==> config.mk <==
export PLATFORM = sky130hd
export DESIGN_NAME = temp_channel_ctrl
export DESIGN_NICKNAME = d
export VERILOG_FILES = /design/src/shared/temp_mon_pkg.sv /design/src/shared/reg_access_if.sv /design/src/event_irq_router.sv /design/src/temp_channel_ctrl.sv /design/src/wb_reg_slave.sv
export SDC_FILE = /design/constraint.sdc
export NUM_CORES = 1
export LEC_CHECK = 0
export ABC_AREA = 1
export BUFFER_PORTS_ARGS = -buffer_cell sky130_fd_sc_hd__buf_4
export CELL_PAD_IN_SITES_DETAIL_PLACEMENT = 0
export CELL_PAD_IN_SITES_GLOBAL_PLACEMENT = 2
export CORE_MARGIN = 2
export CORE_UTILIZATION = 35
export DETAILED_ROUTE_END_ITERATION = 8
export HOLD_SLACK_MARGIN = 0.03
export MAX_ROUTING_LAYER = met4
export PLACE_DENSITY_LB_ADDON = 0.1
export REMOVE_ABC_BUFFERS = 1
export SLEW_MARGIN = 20
export SYNTH_ARGS = -nofsm -noshare
export SYNTH_HDL_FRONTEND = slang
export SYNTH_SLANG_ARGS = --single-unit
==> constraint.sdc <==
create_clock -name i_clk -period 4.47 [get_ports i_clk]
set_input_delay 0.2235 -clock i_clk [delete_from_list [all_inputs] [get_ports i_clk]]
set_output_delay 0.2235 -clock i_clk [all_outputs]
set_load 0.01 [all_outputs]
==> src/shared/temp_mon_pkg.sv <==
// Constants for the two-channel remote-diode temperature monitor.
// Assumes an 8-bit register window reached through a 32-bit Wishbone slave.
//
// Overview of operation
// Routing bits 3 and 1 pass channel 2/1 overtemp events to IRQ, reset 0.
// Routing bits 2 and 0 pass channel 2/1 warning events; bits 7-4 reserved.
// Global config bit 1 picks external reference when 1; resets to 1.
// Internal reference is used if either monitor asks for internal.
// Global config bit 0 selects standby when 1; resets to 1.
// Bank selector code 0 shows channel 1, code 1 shows channel 2.
// Channel config/status is forced to 00h on analog supply power-up.
// Limit flags 3-1 clear only by writing 1; writing 0 keeps them.
// Bit 7 sets on each new result load; cleared by writing 1.
// Bit 6 flags an open diode fault; cleared by writing 1.
// Bit 5 enables overtemp shutdown output, bit 4 warning output; reset 0.
// Bit 3 sets when temperature exceeds overtemp limit; write 1 clears.
// Bit 2 sets when temperature exceeds high limit; write 1 clears.
// Bit 1 sets when a loaded value is below low limit; write 1 clears.
// Bit 0 is the read/write channel enable, reset 0.
// Result register holds latest 8-bit two's complement reading, reset 0.
// Every channel register is kept per channel, shown by bank selector.
// Standby stops conversions; registers stay readable and writable.
// High limit resets to 7Fh and is compared with each new reading.
// IRQ is high while any event flag meets its routing enable.
// Reserved bits and reserved bank codes have no effect, read as 0.

package temp_mon_pkg;
  localparam int NUM_CH = 2;
  localparam int DATA_W = 8;
  localparam int IDX_W = 4;

  // Register indices; byte address is four times the index
  localparam logic [IDX_W-1:0] IDX_ROUTING = 4'h4;
  localparam logic [IDX_W-1:0] IDX_GCFG = 4'h8;
  localparam logic [IDX_W-1:0] IDX_BANK = 4'h9;
  localparam logic [IDX_W-1:0] IDX_CFGST = 4'ha;
  localparam logic [IDX_W-1:0] IDX_RESULT = 4'hb;
  localparam logic [IDX_W-1:0] IDX_HI_LIM = 4'hc;
  localparam logic [IDX_W-1:0] IDX_LO_LIM = 4'hd;
  localparam logic [IDX_W-1:0] IDX_OT_LIM = 4'he;

  // Global config fields
  localparam int GCFG_STANDBY = 0;
  localparam int GCFG_EXT_REF = 1;
  localparam logic [1:0] GCFG_RST = 2'h3;

  // Channel config/status fields
  localparam int CS_EN = 0;
  localparam int CS_LO = 1;
  localparam int CS_HI = 2;
  localparam int CS_OT = 3;
  localparam int CS_WARN_EN = 4;
  localparam int CS_OTS_EN = 5;
  localparam int CS_OPEN = 6;
  localparam int CS_EOC = 7;
  localparam logic [7:0] CS_W1C_MASK = 8'hce;
  localparam logic [7:0] CS_RW_MASK = 8'h31;
  localparam logic [7:0] CS_RST = 8'h00;

  localparam logic [3:0] ROUTING_RST = 4'h0;
  localparam logic [7:0] RESULT_RST = 8'h00;
  localparam logic [7:0] HI_LIM_RST = 8'h7f;
  localparam logic [7:0] LO_LIM_RST = 8'hc9;
  localparam logic [7:0] OT_LIM_RST = 8'h7f;
endpackage

==> src/shared/reg_access_if.sv <==
// Internal register access strobe between the bus slave and register file.
// Assumes one access pulse per bus cycle, qualified by the slave.
`timescale 1ns/10ps

interface reg_access_if;
  import temp_mon_pkg::*;
  logic wr;
  logic [IDX_W-1:0] idx;
  logic [DATA_W-1:0] wdata;
  logic [DATA_W-1:0] rdata;

  modport slave (output wr, output idx, output wdata, input rdata);
  modport regs (input wr, input idx, input wdata, output rdata);
endinterface

==> src/event_irq_router.sv <==
// Gates channel events with routing enables onto one interrupt request.
// Assumes events are the level flags held in the channel registers.
`timescale 1ns/10ps

module event_irq_router (
  input wire logic i_clk, // Clock
  input wire logic i_srst, // Sync reset
  input wire logic [3:0] i_event, // Overtemp/warning per channel
  input wire logic [3:0] i_enable, // Routing enables
  output logic o_irq // Interrupt request
);
  always_ff @(posedge i_clk) begin
    if (i_srst) begin
      o_irq <= 1'b0;
    end else begin
      o_irq <= |(i_event & i_enable);
    end
  end
endmodule

==> src/temp_channel_ctrl.sv <==
// Top of the temperature monitor register and channel control logic.
// Assumes the analog converter hands over one result per pulse on i_conv_*.
//
// The Wishbone interface to the registers was left to the implementer.
`timescale 1ns/10ps

module temp_channel_ctrl
  import temp_mon_pkg::*;
(
  input wire logic i_clk, // Clock, 25 MHz
  input wire logic i_srst, // Sync reset, active high
  input wire logic i_wb_cyc, // Wishbone cycle
  input wire logic i_wb_stb, // Wishbone strobe
  input wire logic i_wb_we, // Wishbone write
  input wire logic [7:0] i_wb_adr, // Wishbone byte address
  input wire logic [3:0] i_wb_sel, // Wishbone byte selects
  input wire logic [31:0] i_wb_dat, // Wishbone write data
  output logic [31:0] o_wb_dat, // Wishbone read data
  output logic o_wb_ack, // Wishbone acknowledge
  input wire logic i_analog_supply_up, // Analog supply power-up pulse
  input wire logic i_vlm_int_ref, // Voltage monitor wants internal ref
  input wire logic i_conv_valid, // New conversion result
  input wire logic i_conv_chan, // Channel of result, 0 or 1
  input wire logic [7:0] i_conv_temp, // Result, two's complement
  input wire logic i_conv_open, // Open diode seen on this result
  output logic [1:0] o_conv_run, // Channel may start conversions
  output logic o_standby, // Standby in force
  output logic o_ext_ref, // External reference in use
  output logic [1:0] o_warning, // Warning output per channel
  output logic [1:0] o_overtemp_shutdown, // Shutdown output per channel
  output logic o_irq // Interrupt request
);

  // ----------------------------------------------------------------
  // Register bus
  // ----------------------------------------------------------------

  reg_access_if acc ();

  wb_reg_slave u_slave (
    .i_clk(i_clk),
    .i_srst(i_srst),
    .i_cyc(i_wb_cyc),
    .i_stb(i_wb_stb),
    .i_we(i_wb_we),
    .i_adr(i_wb_adr),
    .i_sel(i_wb_sel),
    .i_dat(i_wb_dat),
    .o_dat(o_wb_dat),
    .o_ack(o_wb_ack),
    .acc(acc)
  );

  // ----------------------------------------------------------------
  // Decode helpers
  // ----------------------------------------------------------------

  // Write strobe for one register index
  function automatic logic reg_wr(
    input logic wr,
    input logic [IDX_W-1:0] idx,
    input logic [IDX_W-1:0] target
  );
    reg_wr = wr & (idx == target);
  endfunction

  // Signed compare of two readings; true when the first is above the second
  function automatic logic temp_above(
    input logic [DATA_W-1:0] temp,
    input logic [DATA_W-1:0] limit
  );
    temp_above = $signed(temp) > $signed(limit);
  endfunction

  // Channel registers take writes only through the bank in view
  function automatic logic chan_wr(
    input logic wr,
    input logic in_view,
    input logic [IDX_W-1:0] idx,
    input logic [IDX_W-1:0] target
  );
    chan_wr = in_view & reg_wr(wr, idx, target);
  endfunction

  // ----------------------------------------------------------------
  // Global registers
  // ----------------------------------------------------------------

  logic [3:0] routing;
  logic [1:0] gcfg;
  logic bank;
  logic [3:0] next_routing;
  logic [1:0] next_gcfg;
  logic next_bank;
  logic bank_code_ok;

  // Bits 7-4 are reserved, so only codes 0 and 1 in bits 3-0 move the view
  assign bank_code_ok = (acc.wdata[3:1] == 3'h0);

  // Reserved bits are not stored, so they read back as zero
  always_comb begin
    next_routing = routing;
    next_gcfg = gcfg;
    next_bank = bank;
    if (reg_wr(acc.wr, acc.idx, IDX_ROUTING)) begin
      next_routing = acc.wdata[3:0];
    end
    if (reg_wr(acc.wr, acc.idx, IDX_GCFG)) begin
      next_gcfg = acc.wdata[1:0];
    end
    if (reg_wr(acc.wr, acc.idx, IDX_BANK) && bank_code_ok) begin
      next_bank = acc.wdata[0];
    end
  end

  always_ff @(posedge i_clk) begin
    if (i_srst) begin
      routing <= ROUTING_RST;
    end else begin
      routing <= next_routing;
    end
  end

  always_ff @(posedge i_clk) begin
    if (i_srst) begin
      gcfg <= GCFG_RST;
    end else begin
      gcfg <= next_gcfg;
    end
  end

  // Reserved bank codes are dropped so the view never points nowhere
  always_ff @(posedge i_clk) begin
    if (i_srst) begin
      bank <= 1'b0;
    end else begin
      bank <= next_bank;
    end
  end

  // ----------------------------------------------------------------
  // Per-channel registers
  // ----------------------------------------------------------------

  logic [7:0] cfgst [NUM_CH];
  logic [7:0] result [NUM_CH];
  logic [7:0] hi_lim [NUM_CH];
  logic [7:0] lo_lim [NUM_CH];
  logic [7:0] ot_lim [NUM_CH];
  logic [NUM_CH-1:0] ch_warn;
  logic [NUM_CH-1:0] ch_ot;

  genvar ch;
  generate
    for (ch = 0; ch < NUM_CH; ch++) begin : g_ch
      logic sel_ch;
      logic load;
      logic wr_cs;
      logic [7:0] clr;
      logic [7:0] set;
      logic [7:0] flags;
      logic [7:0] ctrl;
      logic [7:0] next_flags;
      logic [7:0] next_ctrl;
      logic wr_hi;
      logic wr_lo;
      logic wr_ot;
      logic above_hi;
      logic above_ot;
      logic below_lo;

      // Only the bank that is in view takes writes
      assign sel_ch = (bank == 1'(ch));
      assign wr_cs = chan_wr(acc.wr, sel_ch, acc.idx, IDX_CFGST);
      assign wr_hi = chan_wr(acc.wr, sel_ch, acc.idx, IDX_HI_LIM);
      assign wr_lo = chan_wr(acc.wr, sel_ch, acc.idx, IDX_LO_LIM);
      assign wr_ot = chan_wr(acc.wr, sel_ch, acc.idx, IDX_OT_LIM);

      // Results land even in standby; standby only blocks new starts
      assign load = i_conv_valid & (i_conv_chan == 1'(ch)) & ctrl[CS_EN];

      // Strict compares: a reading equal to a limit raises no flag
      assign above_hi = temp_above(i_conv_temp, hi_lim[ch]);
      assign above_ot = temp_above(i_conv_temp, ot_lim[ch]);
      assign below_lo = temp_above(lo_lim[ch], i_conv_temp);

      always_comb begin
        set = 8'h00;
        set[CS_EOC] = load;
        set[CS_OPEN] = load & i_conv_open;
        set[CS_OT] = load & above_ot;
        set[CS_HI] = load & above_hi;
        set[CS_LO] = load & below_lo;
      end

      // Writing 0 to a sticky bit leaves it alone
      assign clr = wr_cs ? (acc.wdata & CS_W1C_MASK) : 8'h00;

      // A set in the clearing cycle wins, so no event is lost to a late clear
      assign next_flags = ((flags & ~clr) | set) & CS_W1C_MASK;
      // Enable bits are plain read/write; no event ever reaches them
      assign next_ctrl = wr_cs ? (acc.wdata & CS_RW_MASK) : ctrl;

      // Sticky flags
      always_ff @(posedge i_clk) begin
        if (i_srst || i_analog_supply_up) begin
          flags <= CS_RST & CS_W1C_MASK;
        end else begin
          flags <= next_flags;
        end
      end

      // Output and channel enables
      always_ff @(posedge i_clk) begin
        if (i_srst || i_analog_supply_up) begin
          ctrl <= CS_RST & CS_RW_MASK;
        end else begin
          ctrl <= next_ctrl;
        end
      end

      assign cfgst[ch] = flags | ctrl;

      // --------------------------------------------------------------
      // Channel result and limits
      // --------------------------------------------------------------

      always_ff @(posedge i_clk) begin
        if (i_srst) begin
          result[ch] <= RESULT_RST;
        end else if (load) begin
          result[ch] <= i_conv_temp;
        end
      end

      always_ff @(posedge i_clk) begin
        if (i_srst) begin
          hi_lim[ch] <= HI_LIM_RST;
        end else if (wr_hi) begin
          hi_lim[ch] <= acc.wdata;
        end
      end

      always_ff @(posedge i_clk) begin
        if (i_srst) begin
          lo_lim[ch] <= LO_LIM_RST;
        end else if (wr_lo) begin
          lo_lim[ch] <= acc.wdata;
        end
      end

      always_ff @(posedge i_clk) begin
        if (i_srst) begin
          ot_lim[ch] <= OT_LIM_RST;
        end else if (wr_ot) begin
          ot_lim[ch] <= acc.wdata;
        end
      end

      // Open diode counts toward both alarm classes
      assign ch_warn[ch] = cfgst[ch][CS_HI] | cfgst[ch][CS_LO] | cfgst[ch][CS_OPEN];
      assign ch_ot[ch] = cfgst[ch][CS_OT] | cfgst[ch][CS_OPEN];

      // --------------------------------------------------------------
      // Channel outputs
      // --------------------------------------------------------------

      // Conversions start only out of standby and on an enabled channel
      always_ff @(posedge i_clk) begin
        if (i_srst) begin
          o_conv_run[ch] <= 1'b0;
        end else begin
          o_conv_run[ch] <= ~gcfg[GCFG_STANDBY] & ctrl[CS_EN];
        end
      end

      always_ff @(posedge i_clk) begin
        if (i_srst) begin
          o_warning[ch] <= 1'b0;
        end else begin
          o_warning[ch] <= ctrl[CS_WARN_EN] & ch_warn[ch];
        end
      end

      always_ff @(posedge i_clk) begin
        if (i_srst) begin
          o_overtemp_shutdown[ch] <= 1'b0;
        end else begin
          o_overtemp_shutdown[ch] <= ctrl[CS_OTS_EN] & ch_ot[ch];
        end
      end
    end
  endgenerate

  // ----------------------------------------------------------------
  // Read multiplexer
  // ----------------------------------------------------------------

  // Reads are side-effect free, so standby never blocks them
  always_comb begin
    acc.rdata = 8'h00;
    unique case (acc.idx)
      IDX_ROUTING: acc.rdata = {4'h0, routing};
      IDX_GCFG: acc.rdata = {6'h00, gcfg};
      IDX_BANK: acc.rdata = {7'h00, bank};
      IDX_CFGST: acc.rdata = cfgst[bank];
      IDX_RESULT: acc.rdata = result[bank];
      IDX_HI_LIM: acc.rdata = hi_lim[bank];
      IDX_LO_LIM: acc.rdata = lo_lim[bank];
      IDX_OT_LIM: acc.rdata = ot_lim[bank];
      default: acc.rdata = 8'h00;
    endcase
  end

  // ----------------------------------------------------------------
  // Global outputs
  // ----------------------------------------------------------------

  // Internal reference wins if either monitor asks for it
  always_ff @(posedge i_clk) begin
    if (i_srst) begin
      o_ext_ref <= GCFG_RST[GCFG_EXT_REF];
    end else begin
      o_ext_ref <= gcfg[GCFG_EXT_REF] & ~i_vlm_int_ref;
    end
  end

  always_ff @(posedge i_clk) begin
    if (i_srst) begin
      o_standby <= GCFG_RST[GCFG_STANDBY];
    end else begin
      o_standby <= gcfg[GCFG_STANDBY];
    end
  end

  // ----------------------------------------------------------------
  // Interrupt
  // ----------------------------------------------------------------

  event_irq_router u_irq (
    .i_clk(i_clk),
    .i_srst(i_srst),
    .i_event({ch_ot[1], ch_warn[1], ch_ot[0], ch_warn[0]}),
    .i_enable(routing),
    .o_irq(o_irq)
  );

endmodule

==> src/wb_reg_slave.sv <==
// Classic Wishbone slave: one access per request, ack one cycle later.
// Assumes the master holds the request until it sees ack.
`timescale 1ns/10ps

module wb_reg_slave
  import temp_mon_pkg::*;
(
  input wire logic i_clk, // Clock
  input wire logic i_srst, // Sync reset
  input wire logic i_cyc, // Bus cycle
  input wire logic i_stb, // Strobe
  input wire logic i_we, // Write enable
  input wire logic [7:0] i_adr, // Byte address
  input wire logic [3:0] i_sel, // Byte selects
  input wire logic [31:0] i_dat, // Write data
  output logic [31:0] o_dat, // Read data
  output logic o_ack, // Acknowledge
  reg_access_if.slave acc // Register strobe
);
  logic take;
  logic mapped;

  // Ack drops the cycle after it was given, so one request is one access
  assign take = i_cyc & i_stb & ~o_ack;
  assign mapped = (i_adr[1:0] == 2'h0) & ~|i_adr[7:6];
  assign acc.idx = i_adr[5:2];
  assign acc.wdata = i_dat[7:0];
  assign acc.wr = take & i_we & i_sel[0] & mapped;

  always_ff @(posedge i_clk) begin
    if (i_srst) begin
      o_ack <= 1'b0;
    end else begin
      o_ack <= take;
    end
  end

  // Unmapped addresses still ack and read as zero
  always_ff @(posedge i_clk) begin
    if (i_srst) begin
      o_dat <= 32'h0;
    end else if (take) begin
      o_dat <= (mapped & ~i_we) ? {24'h0, acc.rdata} : 32'h0;
    end
  end
endmodule

==> results of run 1 <==
-- cells in the final DEF, fill, tap and decap left out --
master / Yosys / layout
nand2_1: 250 / 250
inv_1: 127 / 127
nor2_1: 73 / 73
edfxtp_1: 64 / 64
buf_4: 27 / 56
o21ai_0: 50 / 50
a21oi_1: 49 / 49
ha_1: 48 / 48
dfxtp_1: 42 / 41
nand3_1: 30 / 30
conb_1: 1 / 24
nand4_1: 21 / 21
clkbuf_16: 0 / 9
a21o_1: 6 / 6
inv_2: 5 / 5
nor3_1: 5 / 5
nor2_2: 3 / 3
o21bai_1: 3 / 3
clkinvlp_4: 0 / 3
o211ai_1: 2 / 2
o22ai_1: 2 / 2
o21a_1: 2 / 2
nand2_2: 1 / 1
nor3_2: 1 / 1
nor3_4: 1 / 1
nor2_4: 1 / 1
nor4_1: 1 / 1
or2_2: 1 / 1
a21oi_4: 1 / 1
dfxtp_2: 0 / 1
bufinv_16: 0 / 1
inv_8: 0 / 1
clkinv_4: 0 / 1
clkinvlp_2: 0 / 1
-- layout make-up --
cell class / count / area (µm²)
Fill cell: 1901 / 10700
Multi-Input combinational cell: 575 / 2910
Sequential cell: 106 / 2760
Inverter: 132 / 495
Timing Repair Buffer: 56 / 420
Tap cell: 229 / 287
Clock buffer: 9 / 225
Clock inverter: 7 / 77.6
-- path summary, 6_finish.rpt --
| path | start | end | slack [ns] | depth (start not counted) |
|---|---|---|---|---|
| worst max register to register | u_slave.o_ack$_SDFF_PP0_ | lo_lim[0][0]$_SDFFCE_PN1P_ | 2.18 | 6 |
| worst max-delay path | u_slave.o_ack$_SDFF_PP0_ | lo_lim[0][0]$_SDFFCE_PN1P_ | 2.18 | 6 |
| worst min register to register | u_slave.o_dat[3]$_SDFFE_PP0N_ | u_slave.o_dat[3]$_SDFFE_PP0N_ | 0.47 | 2 |
| worst min-delay path | i_vlm_int_ref | o_ext_ref$_SDFF_PP1_ | 0.06 | 2 |
-- sequential cells by signal (all words and copies together), names as in the netlist, named ones only --
signal               cells
g_ch.flags              10
o_ext_ref                1
gcfg                     2
u_slave.o_ack            1
u_irq.o_irq              1
lo_lim                  16
hi_lim                  16
o_overtemp_shutdown      2
o_conv_run               2
o_standby                1
u_slave.o_dat            8
result                  16
ot_lim                  16
o_warning                2
g_ch.ctrl                6
routing                  4
bank                     1
-- stage by stage --
stage / hold slack (ns) / cells
2_1_floorplan: 0.293 / 813
3_3_place_gp: 0.426 / 1098
3_5_place_dp: 0.443 / 1098
6_report: 0.0602 / 1114
4_1_cts: 0.0574 / 1114
5_1_grt: 0.0806 / 1114
-- layer usage --
| metal | up-vias | wire, µm | global-route usage | share of wire |
|---|---|---|---|---|
| li1 | 2724 | - | - | - |
| met1 | 2422 | 8610 | 0.256 | 0.48 |
| met2 | 97 | 8450 | 0.316 | 0.47 |
| met3 | 15 | 641 | 0.0349 | 0.036 |
| met4 | 0 | 315 | 0.0452 | 0.017 |
| met5 | - | 0 | - | 0 |
-- logic make-up (layout without fill, tap and decap cells) --
family,Yosys count,after routing,share of synthesized area
compound gates,115,115,0.0978
flops,106,106,0.434
simple gates,388,388,0.251
fa+ha+maj,48,48,0.0944
buf+inv,177,204,0.122
other cells,1,24,0.000590
-- critical path: stages, from the launching register on --
cell and delay (ns):
dfxtp_1 0.32, inv_1 0.06, nand3_1 0.33, nor3_4 0.64, nand4_1 0.36, inv_1 0.24
nand2_1 0.07
-- report_power, final --
| part | internal, mW | total, mW | switching [mW] |
|---|---|---|---|
| Combinational | 0.0589 | 0.192 | 0.133 |
| Clock | 0.438 | 0.819 | 0.381 |
| Sequential | 1.04 | 1.05 | 0.00391 |
| Total | 1.54 | 2.06 | 0.518 |
==> run_results.csv, run 1 <==
group,metric,value,unit
placement,gp_congestion,0.884,
placement,placedInstanceArea,0.00687,mm²
finish,final_cell_area,0.00718,mm²
critical_path,cp_max_fo,11,
synth,synth_top_area_share,0.302,
synth,synth.yosys.seq_area_share,0.434,
placement,io_buffers,52,
placement,dp.final_hpwl,14.2,mm
synth,synth.area.top_cells,"edfxtp_1 (30%), nand2_1 (15%), dfxtp_1 (13%)",
power_and_ir_drop,powerDensity,287,mW/mm²
routing,dr.pass1.iters,5,
floorplanning,ios,104,
floorplanning,start_util,0.355,
min_path,hold_path_class,"in -> reg",
critical_path,crit_path_end_kind,"flop",
grt,grt_max_degree,54,
clocking,cts.clk_slew.worst_paths,0.07,ns
critical_path,required,4.57,ns
clocking,clock-sinks,106,
power_and_ir_drop,ir_drop,0.195,mV
routing,viasPerCell,4.72,
synth,ys.flop_type,"edfxtp_1",
sta,timing.final.ws_setup,2.18,ns
clocking,cts_hold_buf,0,
power_and_ir_drop,p_leak,3.26,nW
finish,fin_util,0.401,
sta,period_share,0.511,
synth,postSynthCellCount,835,
synth,synth-seq-cells,106,
critical_path,crit_type,"reg -> reg",
routing,totalWireLength,18.0,mm
synth,synth_top_cell_by_area,"edfxtp_1",
synth,yosysUniqueCellTypes,29,
critical_path,crit_arrival,2.39,ns
synth,synthTopCellsByCount,"nand2_1 (250), inv_1 (127), nor2_1 (73)",
synth,synth-warning-count,0,
clocking,h-tree-depth,3,
routing,initialDrtViolationCount,346,
routing,drc,0,
run_status,status,"complete, no violations",
floorplanning,rows,49,
synth,async_flop_share,0,
sta,max_freq,438,MHz
clocking,numCtsBuffers,9,
job,timing.max_cap.violations,0,
finish,nets,990,
sta,finalCriticalPeriod,2.29,ns
clocking,cts_resized,0,
clocking,cts_tree,"built",
critical_path,critPathLaunchType,"flop",
sta,rsz0062_at_grt,"no",
floorplanning,die_w,139,µm
routing,wl_per_cell,16.2,µm
clocking,clk_root_buffer_cell,"clkbuf_16",
grt,grt_overflow_total,0,
sta,worstMarginPinSlew,0.853,ns
sta,relSlewSlack,0.431,
synth,synth_edf_count,64,
sta,finClkSkew,0.00912,ns
synth,netlist_area,0.00636,mm²
placement,pre_cts_slack,2.19,ns
power_and_ir_drop,finalPower,2.06,mW
clocking,insertion_delay,0.36,ns
grt,antenna_found_initial,0,
clocking,postCtsSetupBuffers,0,
finish,insertedDiodeCount,0,
synth,post-synth-top-count-cell,"nand2_1",
finish,syn2layout_area_growth,12.8,%
routing,via_count,5258,
sta,final-max-slew-violation-count,0,
sta,tns,0,ns
grt,grt_first_pass_wirelength,27.8,mm
sta,finalSetupViolCount,0,
finish,drive_above_1_share,0.0983,
grt,grt_pass1_vias,5128,
floorplanning,design.die.area,0.0193,mm²
sta,hold_viol_final,0,
grt,grt.total_usage,0.195,
routing,ant_nets,0,
floorplanning,coreArea,0.0179,mm²
floorplanning,die_h,139,µm
clocking,cts_buffer_depth,2,
synth,synth.avg_cell_area,7.62,µm²
Power figures use the tool's default switching activity.
==> run 2, diff against run 1 <==
CORE_UTILIZATION = 33   (was 35)
clock period = 2.2 ns   (was 4.47 ns; I/O delays follow)
==> run 2 against run 1 <==
Effect of this change: flip-flop and latch count did not move; worst hold slack improved by 0.0066 ns; largest cell class unchanged; setup slack lost 1.6 ns; critical path type unchanged; largest power group unchanged.
==> run_results.csv, run 2 (same netlist as run 1, synthesis figures left out) <==
group,metric,value,unit
routing,via_count,5419,
clocking,cts_tree,"built",
floorplanning,rows,50,
clocking,h-tree-depth,3,
finish,final_cell_area,0.00732,mm²
floorplanning,die_w,143,µm
placement,gp_congestion,0.879,
routing,totalWireLength,19.6,mm
floorplanning,ios,104,
sta,final-max-slew-violation-count,0,
finish,final_cell_mix,"nand2_1 (250), inv_1 (127), nor2_1 (73)",
sta,finalCriticalPeriod,1.64,ns
clocking,postCtsSetupBuffers,0,
critical_path,crit_path_end_kind,"flop",
floorplanning,die_h,143,µm
sta,finalSetupViolCount,0,
placement,io_buffers,52,
power_and_ir_drop,finalPower,4.15,mW
clocking,cts_buffer_depth,2,
grt,grt_pass1_vias,5246,
placement,placed_cells,1138,
routing,viasPerCell,4.68,
critical_path,crit_chain,"nand3_1 > nand2_1",
sta,rsz0062_at_grt,"no",
clocking,clk_root_buffer_cell,"clkbuf_16",
routing,drc,0,
sta,relSlewSlack,0.493,
grt,grt_overflow_total,0,
critical_path,slowest_delay,0.51,ns
placement,pre_cts_slack,0.539,ns
sta,hold_viol_final,0,
sta,finClkSkew,0.00625,ns
routing,wl_per_cell,16.9,µm
power_and_ir_drop,powerDensity,568,mW/mm²
critical_path,required,2.20,ns
finish,final_common_cell,"nand2_1",
grt,grt_first_pass_wirelength,29.6,mm
grt,grt.total_usage,0.204,
finish,final_cells,1157,
sta,hold_slack,0.0667,ns
job,timing.max_cap.violations,0,
critical_path,crit_arrival,1.64,ns
routing,dr.pass1.iters,5,
grt,grt_max_degree,65,
critical_path,crit_type,"reg -> reg",
routing,ant_nets,0,
finish,insertedDiodeCount,0,
finish,nets,1002,
critical_path,critPathLaunchType,"flop",
clocking,cts_resized,0,
clocking,clock-sinks,106,
floorplanning,design.die.area,0.0204,mm²
grt,antenna_found_initial,0,
finish,syn2layout_area_growth,15.0,%
sta,tns,0,ns
sta,worstMarginPinSlew,0.753,ns
floorplanning,coreArea,0.0188,mm²
placement,dp.final_hpwl,15.0,mm
floorplanning,start_util,0.338,
critical_path,cp_max_fo,8,
clocking,numCtsBuffers,9,
finish,drive_above_1_share,0.106,
finish,fin_util,0.389,
placement,placedInstanceArea,0.00699,mm²
sta,period_share,0.744,
min_path,hold_path_class,"in -> reg",
routing,initialDrtViolationCount,251,
power_and_ir_drop,p_leak,3.33,nW
sta,max_freq,611,MHz
sta,timing.final.ws_setup,0.563,ns
critical_path,cpMaxStageDelayCell,"nand2_1",
clocking,insertion_delay,0.35,ns
clocking,cts.clk_slew.worst_paths,0.07,ns
run_status,status,"complete, no violations",
power_and_ir_drop,ir_drop,0.384,mV
## run 2: cell count changes in the layout (fill, tap and decap cells not counted), sizes merged
cell         before  now
clkinv            1    2
clkbuf            9   13
bufinv            1    0
clkinvlp          4    0
dlygate4sd3       0    3
buf              56   65
## run 2: layout make-up
| cell class | count | area (µm²) |
|---|---|---|
| timing repair buffer | 68 | 531 |
| inverter | 132 | 495 |
| sequential | 106 | 2760 |
| clock buffer | 13 | 275 |
| fill | 2008 | 11500 |
| tap | 260 | 325 |
| multi-input combinational | 575 | 2910 |
| clock inverter | 3 | 20.0 |
## run 2: what timing repair did
item / CTS / global route
hold buffers: 3 / 0
endpoints found under the setup margin: 0 / 0
endpoints found under the hold margin: 3 / 0
## run 2: worst paths after layout
kind	startpoint	to	slack [ns]	depth (start not counted)
max	g_ch[1].ctrl[0]$_SDFFE_PP0N_	result[1][4]$_SDFFCE_PN0P_	0.56	2
min	i_srst	u_slave.o_dat[2]$_SDFFE_PP0N_	0.07	2
max reg2reg	g_ch[1].ctrl[0]$_SDFFE_PP0N_	result[1][4]$_SDFFCE_PN0P_	0.56	2
min reg2reg	g_ch[1].ctrl[4]$_SDFFE_PP0N_	o_warning[1]$_SDFF_PP0_	0.47	2
## run 2: per-layer routing
| metal | global-route usage | share of wire | wire length, µm |
|---|---|---|---|
| met1 | 0.268 | 0.48 | 9300 |
| met2 | 0.320 | 0.46 | 8940 |
| met3 | 0.0419 | 0.048 | 944 |
| met4 | 0.0563 | 0.020 | 382 |
| met5 | - | 0 | 0 |
## run 2: power breakdown
group | switching, mW | internal, mW
Clock | 0.733 | 0.883
Combinational | 0.283 | 0.129
Sequential | 0.00856 | 2.12
## run 2: worst max-delay path: cells and delay by family, from the launching register on
kind,cells,cell delay (ns)
simple gates,2,0.92
flops,1,0.36
==> run 3, diff against run 2 <==
CORE_UTILIZATION = 30   (was 33)
clock period = 1.4 ns   (was 2.2 ns; I/O delays follow)
==> run 3 against run 2 <==
Effect of this change: the flow now finishes with violations (setup timing); wire length is 13% higher; worst hold slack worse by 0.038 ns; flip-flop and latch count stayed put; first-iteration DRC count is 30% higher; fmax is 12% higher; clock power is 59% higher; core utilization is 2.9 points higher; register-to-register slack worse by 0.63 ns.
==> run_results.csv, run 3 (same netlist as run 1, synthesis figures left out) <==
group,metric,value,unit
power_and_ir_drop,powerDensity,781,mW/mm²
power_and_ir_drop,internal_power,5.05,mW
power_and_ir_drop,ir_drop,0.548,mV
routing,wl_per_cell,17.5,µm
routing,ant_nets,0,
routing,viasPerCell,4.62,
sta,finClkSkew,0.00677,ns
critical_path,crit_type,"reg -> reg",
run_status,status,"complete, but fails checks",
critical_path,rrSetupSlack,-0.07,ns
grt,grt_pass1_vias,5703,
clocking,cts_tree,"built",
grt,grt_max_degree,26,
sta,relSlewSlack,0.584,
critical_path,required,1.50,ns
grt,antenna_found_initial,0,
run_status,violations,"setup timing",
placement,gp_congestion,0.843,
sta,rsz0062_at_grt,"yes",
min_path,hold_path_class,"in -> reg",
power_and_ir_drop,p_comb_frac,0.132,
critical_path,slowest_delay,0.33,ns
job,timing.max_cap.violations,0,
routing,drc,0,
routing,totalWireLength,22.1,mm
clocking,insertion_delay,0.36,ns
floorplanning,die_h,150,µm
clocking,clock-sinks,106,
clocking,h-tree-depth,3,
floorplanning,start_util,0.305,
floorplanning,design.die.area,0.0224,mm²
critical_path,crit_chain,"inv_2 > nand3_4 > nor3_4 > buf_12 > nand4_1 > inv_2 > nand2_2",
floorplanning,die_w,150,µm
clocking,numCtsBuffers,9,
power_and_ir_drop,p_leak,3.84,nW
finish,drive_above_1_share,0.298,
finish,fin_util,0.418,
finish,final_common_cell,"nand2_1",
placement,placedInstanceArea,0.00776,mm²
critical_path,cpMaxStageDelayCell,"dfxtp_2",
sta,final-max-slew-violation-count,0,
sta,max_freq,681,MHz
clocking,clk_root_buffer_cell,"clkbuf_16",
sta,finalSetupViolCount,61,
grt,grt.total_usage,0.210,
power_and_ir_drop,clkPwrFrac,0.378,
routing,via_count,5831,
placement,io_buffers,52,
critical_path,critPathLaunchType,"flop",
finish,syn2layout_area_growth,37.2,%
sta,worstMarginPinSlew,0.623,ns
grt,grt_overflow_total,0,
critical_path,crit_arrival,1.56,ns
critical_path,cp_max_fo,7,
grt,grt_first_pass_wirelength,33.1,mm
critical_path,crit_path_end_kind,"flop",
power_and_ir_drop,pwr-share-seq,0.490,
floorplanning,rows,53,
clocking,cts.clk_slew.worst_paths,0.07,ns
sta,timing.final.ws_setup,-0.0679,ns
sta,hold_viol_final,0,
floorplanning,ios,104,
finish,final_cell_mix,"nand2_1 (213), buf_4 (128), inv_1 (112)",
finish,fillers,2152,
finish,nets,1091,
routing,dr.pass1.iters,5,
sta,finalCriticalPeriod,1.47,ns
placement,dp.final_hpwl,17.0,mm
power_and_ir_drop,netSwitchingFraction,0.259,
routing,initialDrtViolationCount,326,
critical_path,path_common_cell,"inv_2",
finish,insertedDiodeCount,0,
finish,final_cell_area,0.00873,mm²
floorplanning,coreArea,0.0209,mm²
power_and_ir_drop,power_switching,1.77,mW
sta,period_share,1.05,
clocking,cts_buffer_depth,2,
-- run 3: cell count changes in the layout (fill, tap and decap cells not counted), moves of 17 or more --
cell / previous run / this run
buf_12: 1 / 18
nand2_2: 1 / 34
nor2_1: 73 / 52
nand2_1: 250 / 213
buf_4: 64 / 128
nor2_2: 3 / 20
-- run 3: routing by layer --
metal	wire, µm	global-route usage
met5	0	-
met4	354	0.0605
met3	746	0.0268
met2	10400	0.335
met1	10600	0.280
-- run 3: power by group through the flow --
| stage | registers (mW) | logic (mW) | clock network [mW] |
|---|---|---|---|
| 2_1_floorplan | 3.41 | 0.342 | 0 |
| 3_3_place_gp | 3.41 | 0.796 | 0 |
| 3_5_place_dp | 3.41 | 0.799 | 0 |
| 4_1_cts | 3.34 | 0.856 | 2.63 |
| 5_1_grt | 3.34 | 0.990 | 2.74 |
| 6_report | 3.34 | 0.903 | 2.58 |
-- run 3: cell type report --
cell class	instances	area (µm²)	share of cell area
Inverter	132	495	0.0568
Clock inverter	3	21.3	0.00244
Sequential cell	106	2770	0.317
Tap cell	275	344	0.0394
Multi-Input combinational cell	575	3390	0.388
Timing Repair Buffer	157	1440	0.165
Clock buffer	13	270	0.0310
-- run 3: final timing paths --
path	from	to	cells after the start
max	u_slave.o_ack$_SDFF_PP0_	hi_lim[1][4]$_SDFFCE_PN1P_	7
min	i_wb_dat[1]	routing[1]$_SDFFE_PP0P_	3
max reg2reg	u_slave.o_ack$_SDFF_PP0_	hi_lim[1][4]$_SDFFCE_PN1P_	7
min reg2reg	u_slave.o_dat[2]$_SDFFE_PP0N_	u_slave.o_dat[2]$_SDFFE_PP0N_	2
-- run 3: worst max-delay path: cells and delay by family, from the launching register on --
kind / cells / cell delay (ns)
buf+inv: 3 / 0.42
simple gates: 4 / 0.43
flops: 1 / 0.33
-- run 3: stage by stage --
stage	power [mW]	cells	setup WS (ns)	setup TNS, ns	hold WS [ns]
after global placement	4.21	1228	-0.187	-7.38	0.277
after floorplan	3.75	813	-0.438	-22.41	0.139
final	6.82	1261	-0.0679	-1.70	0.0291
after global routing	7.07	1261	-0.163	-9.50	0.0517
after detailed placement	4.21	1228	-0.203	-9.22	0.270
after CTS	6.82	1257	-0.0775	-1.48	0.0416
-- run 3: repair_timing --
item	CTS	global route
pin swaps	17	19
buffers inserted	7	5
hold buffers	6	0
gates resized for setup	49	92
endpoints found under the hold margin	10	0
setup endpoints to repair	113	125
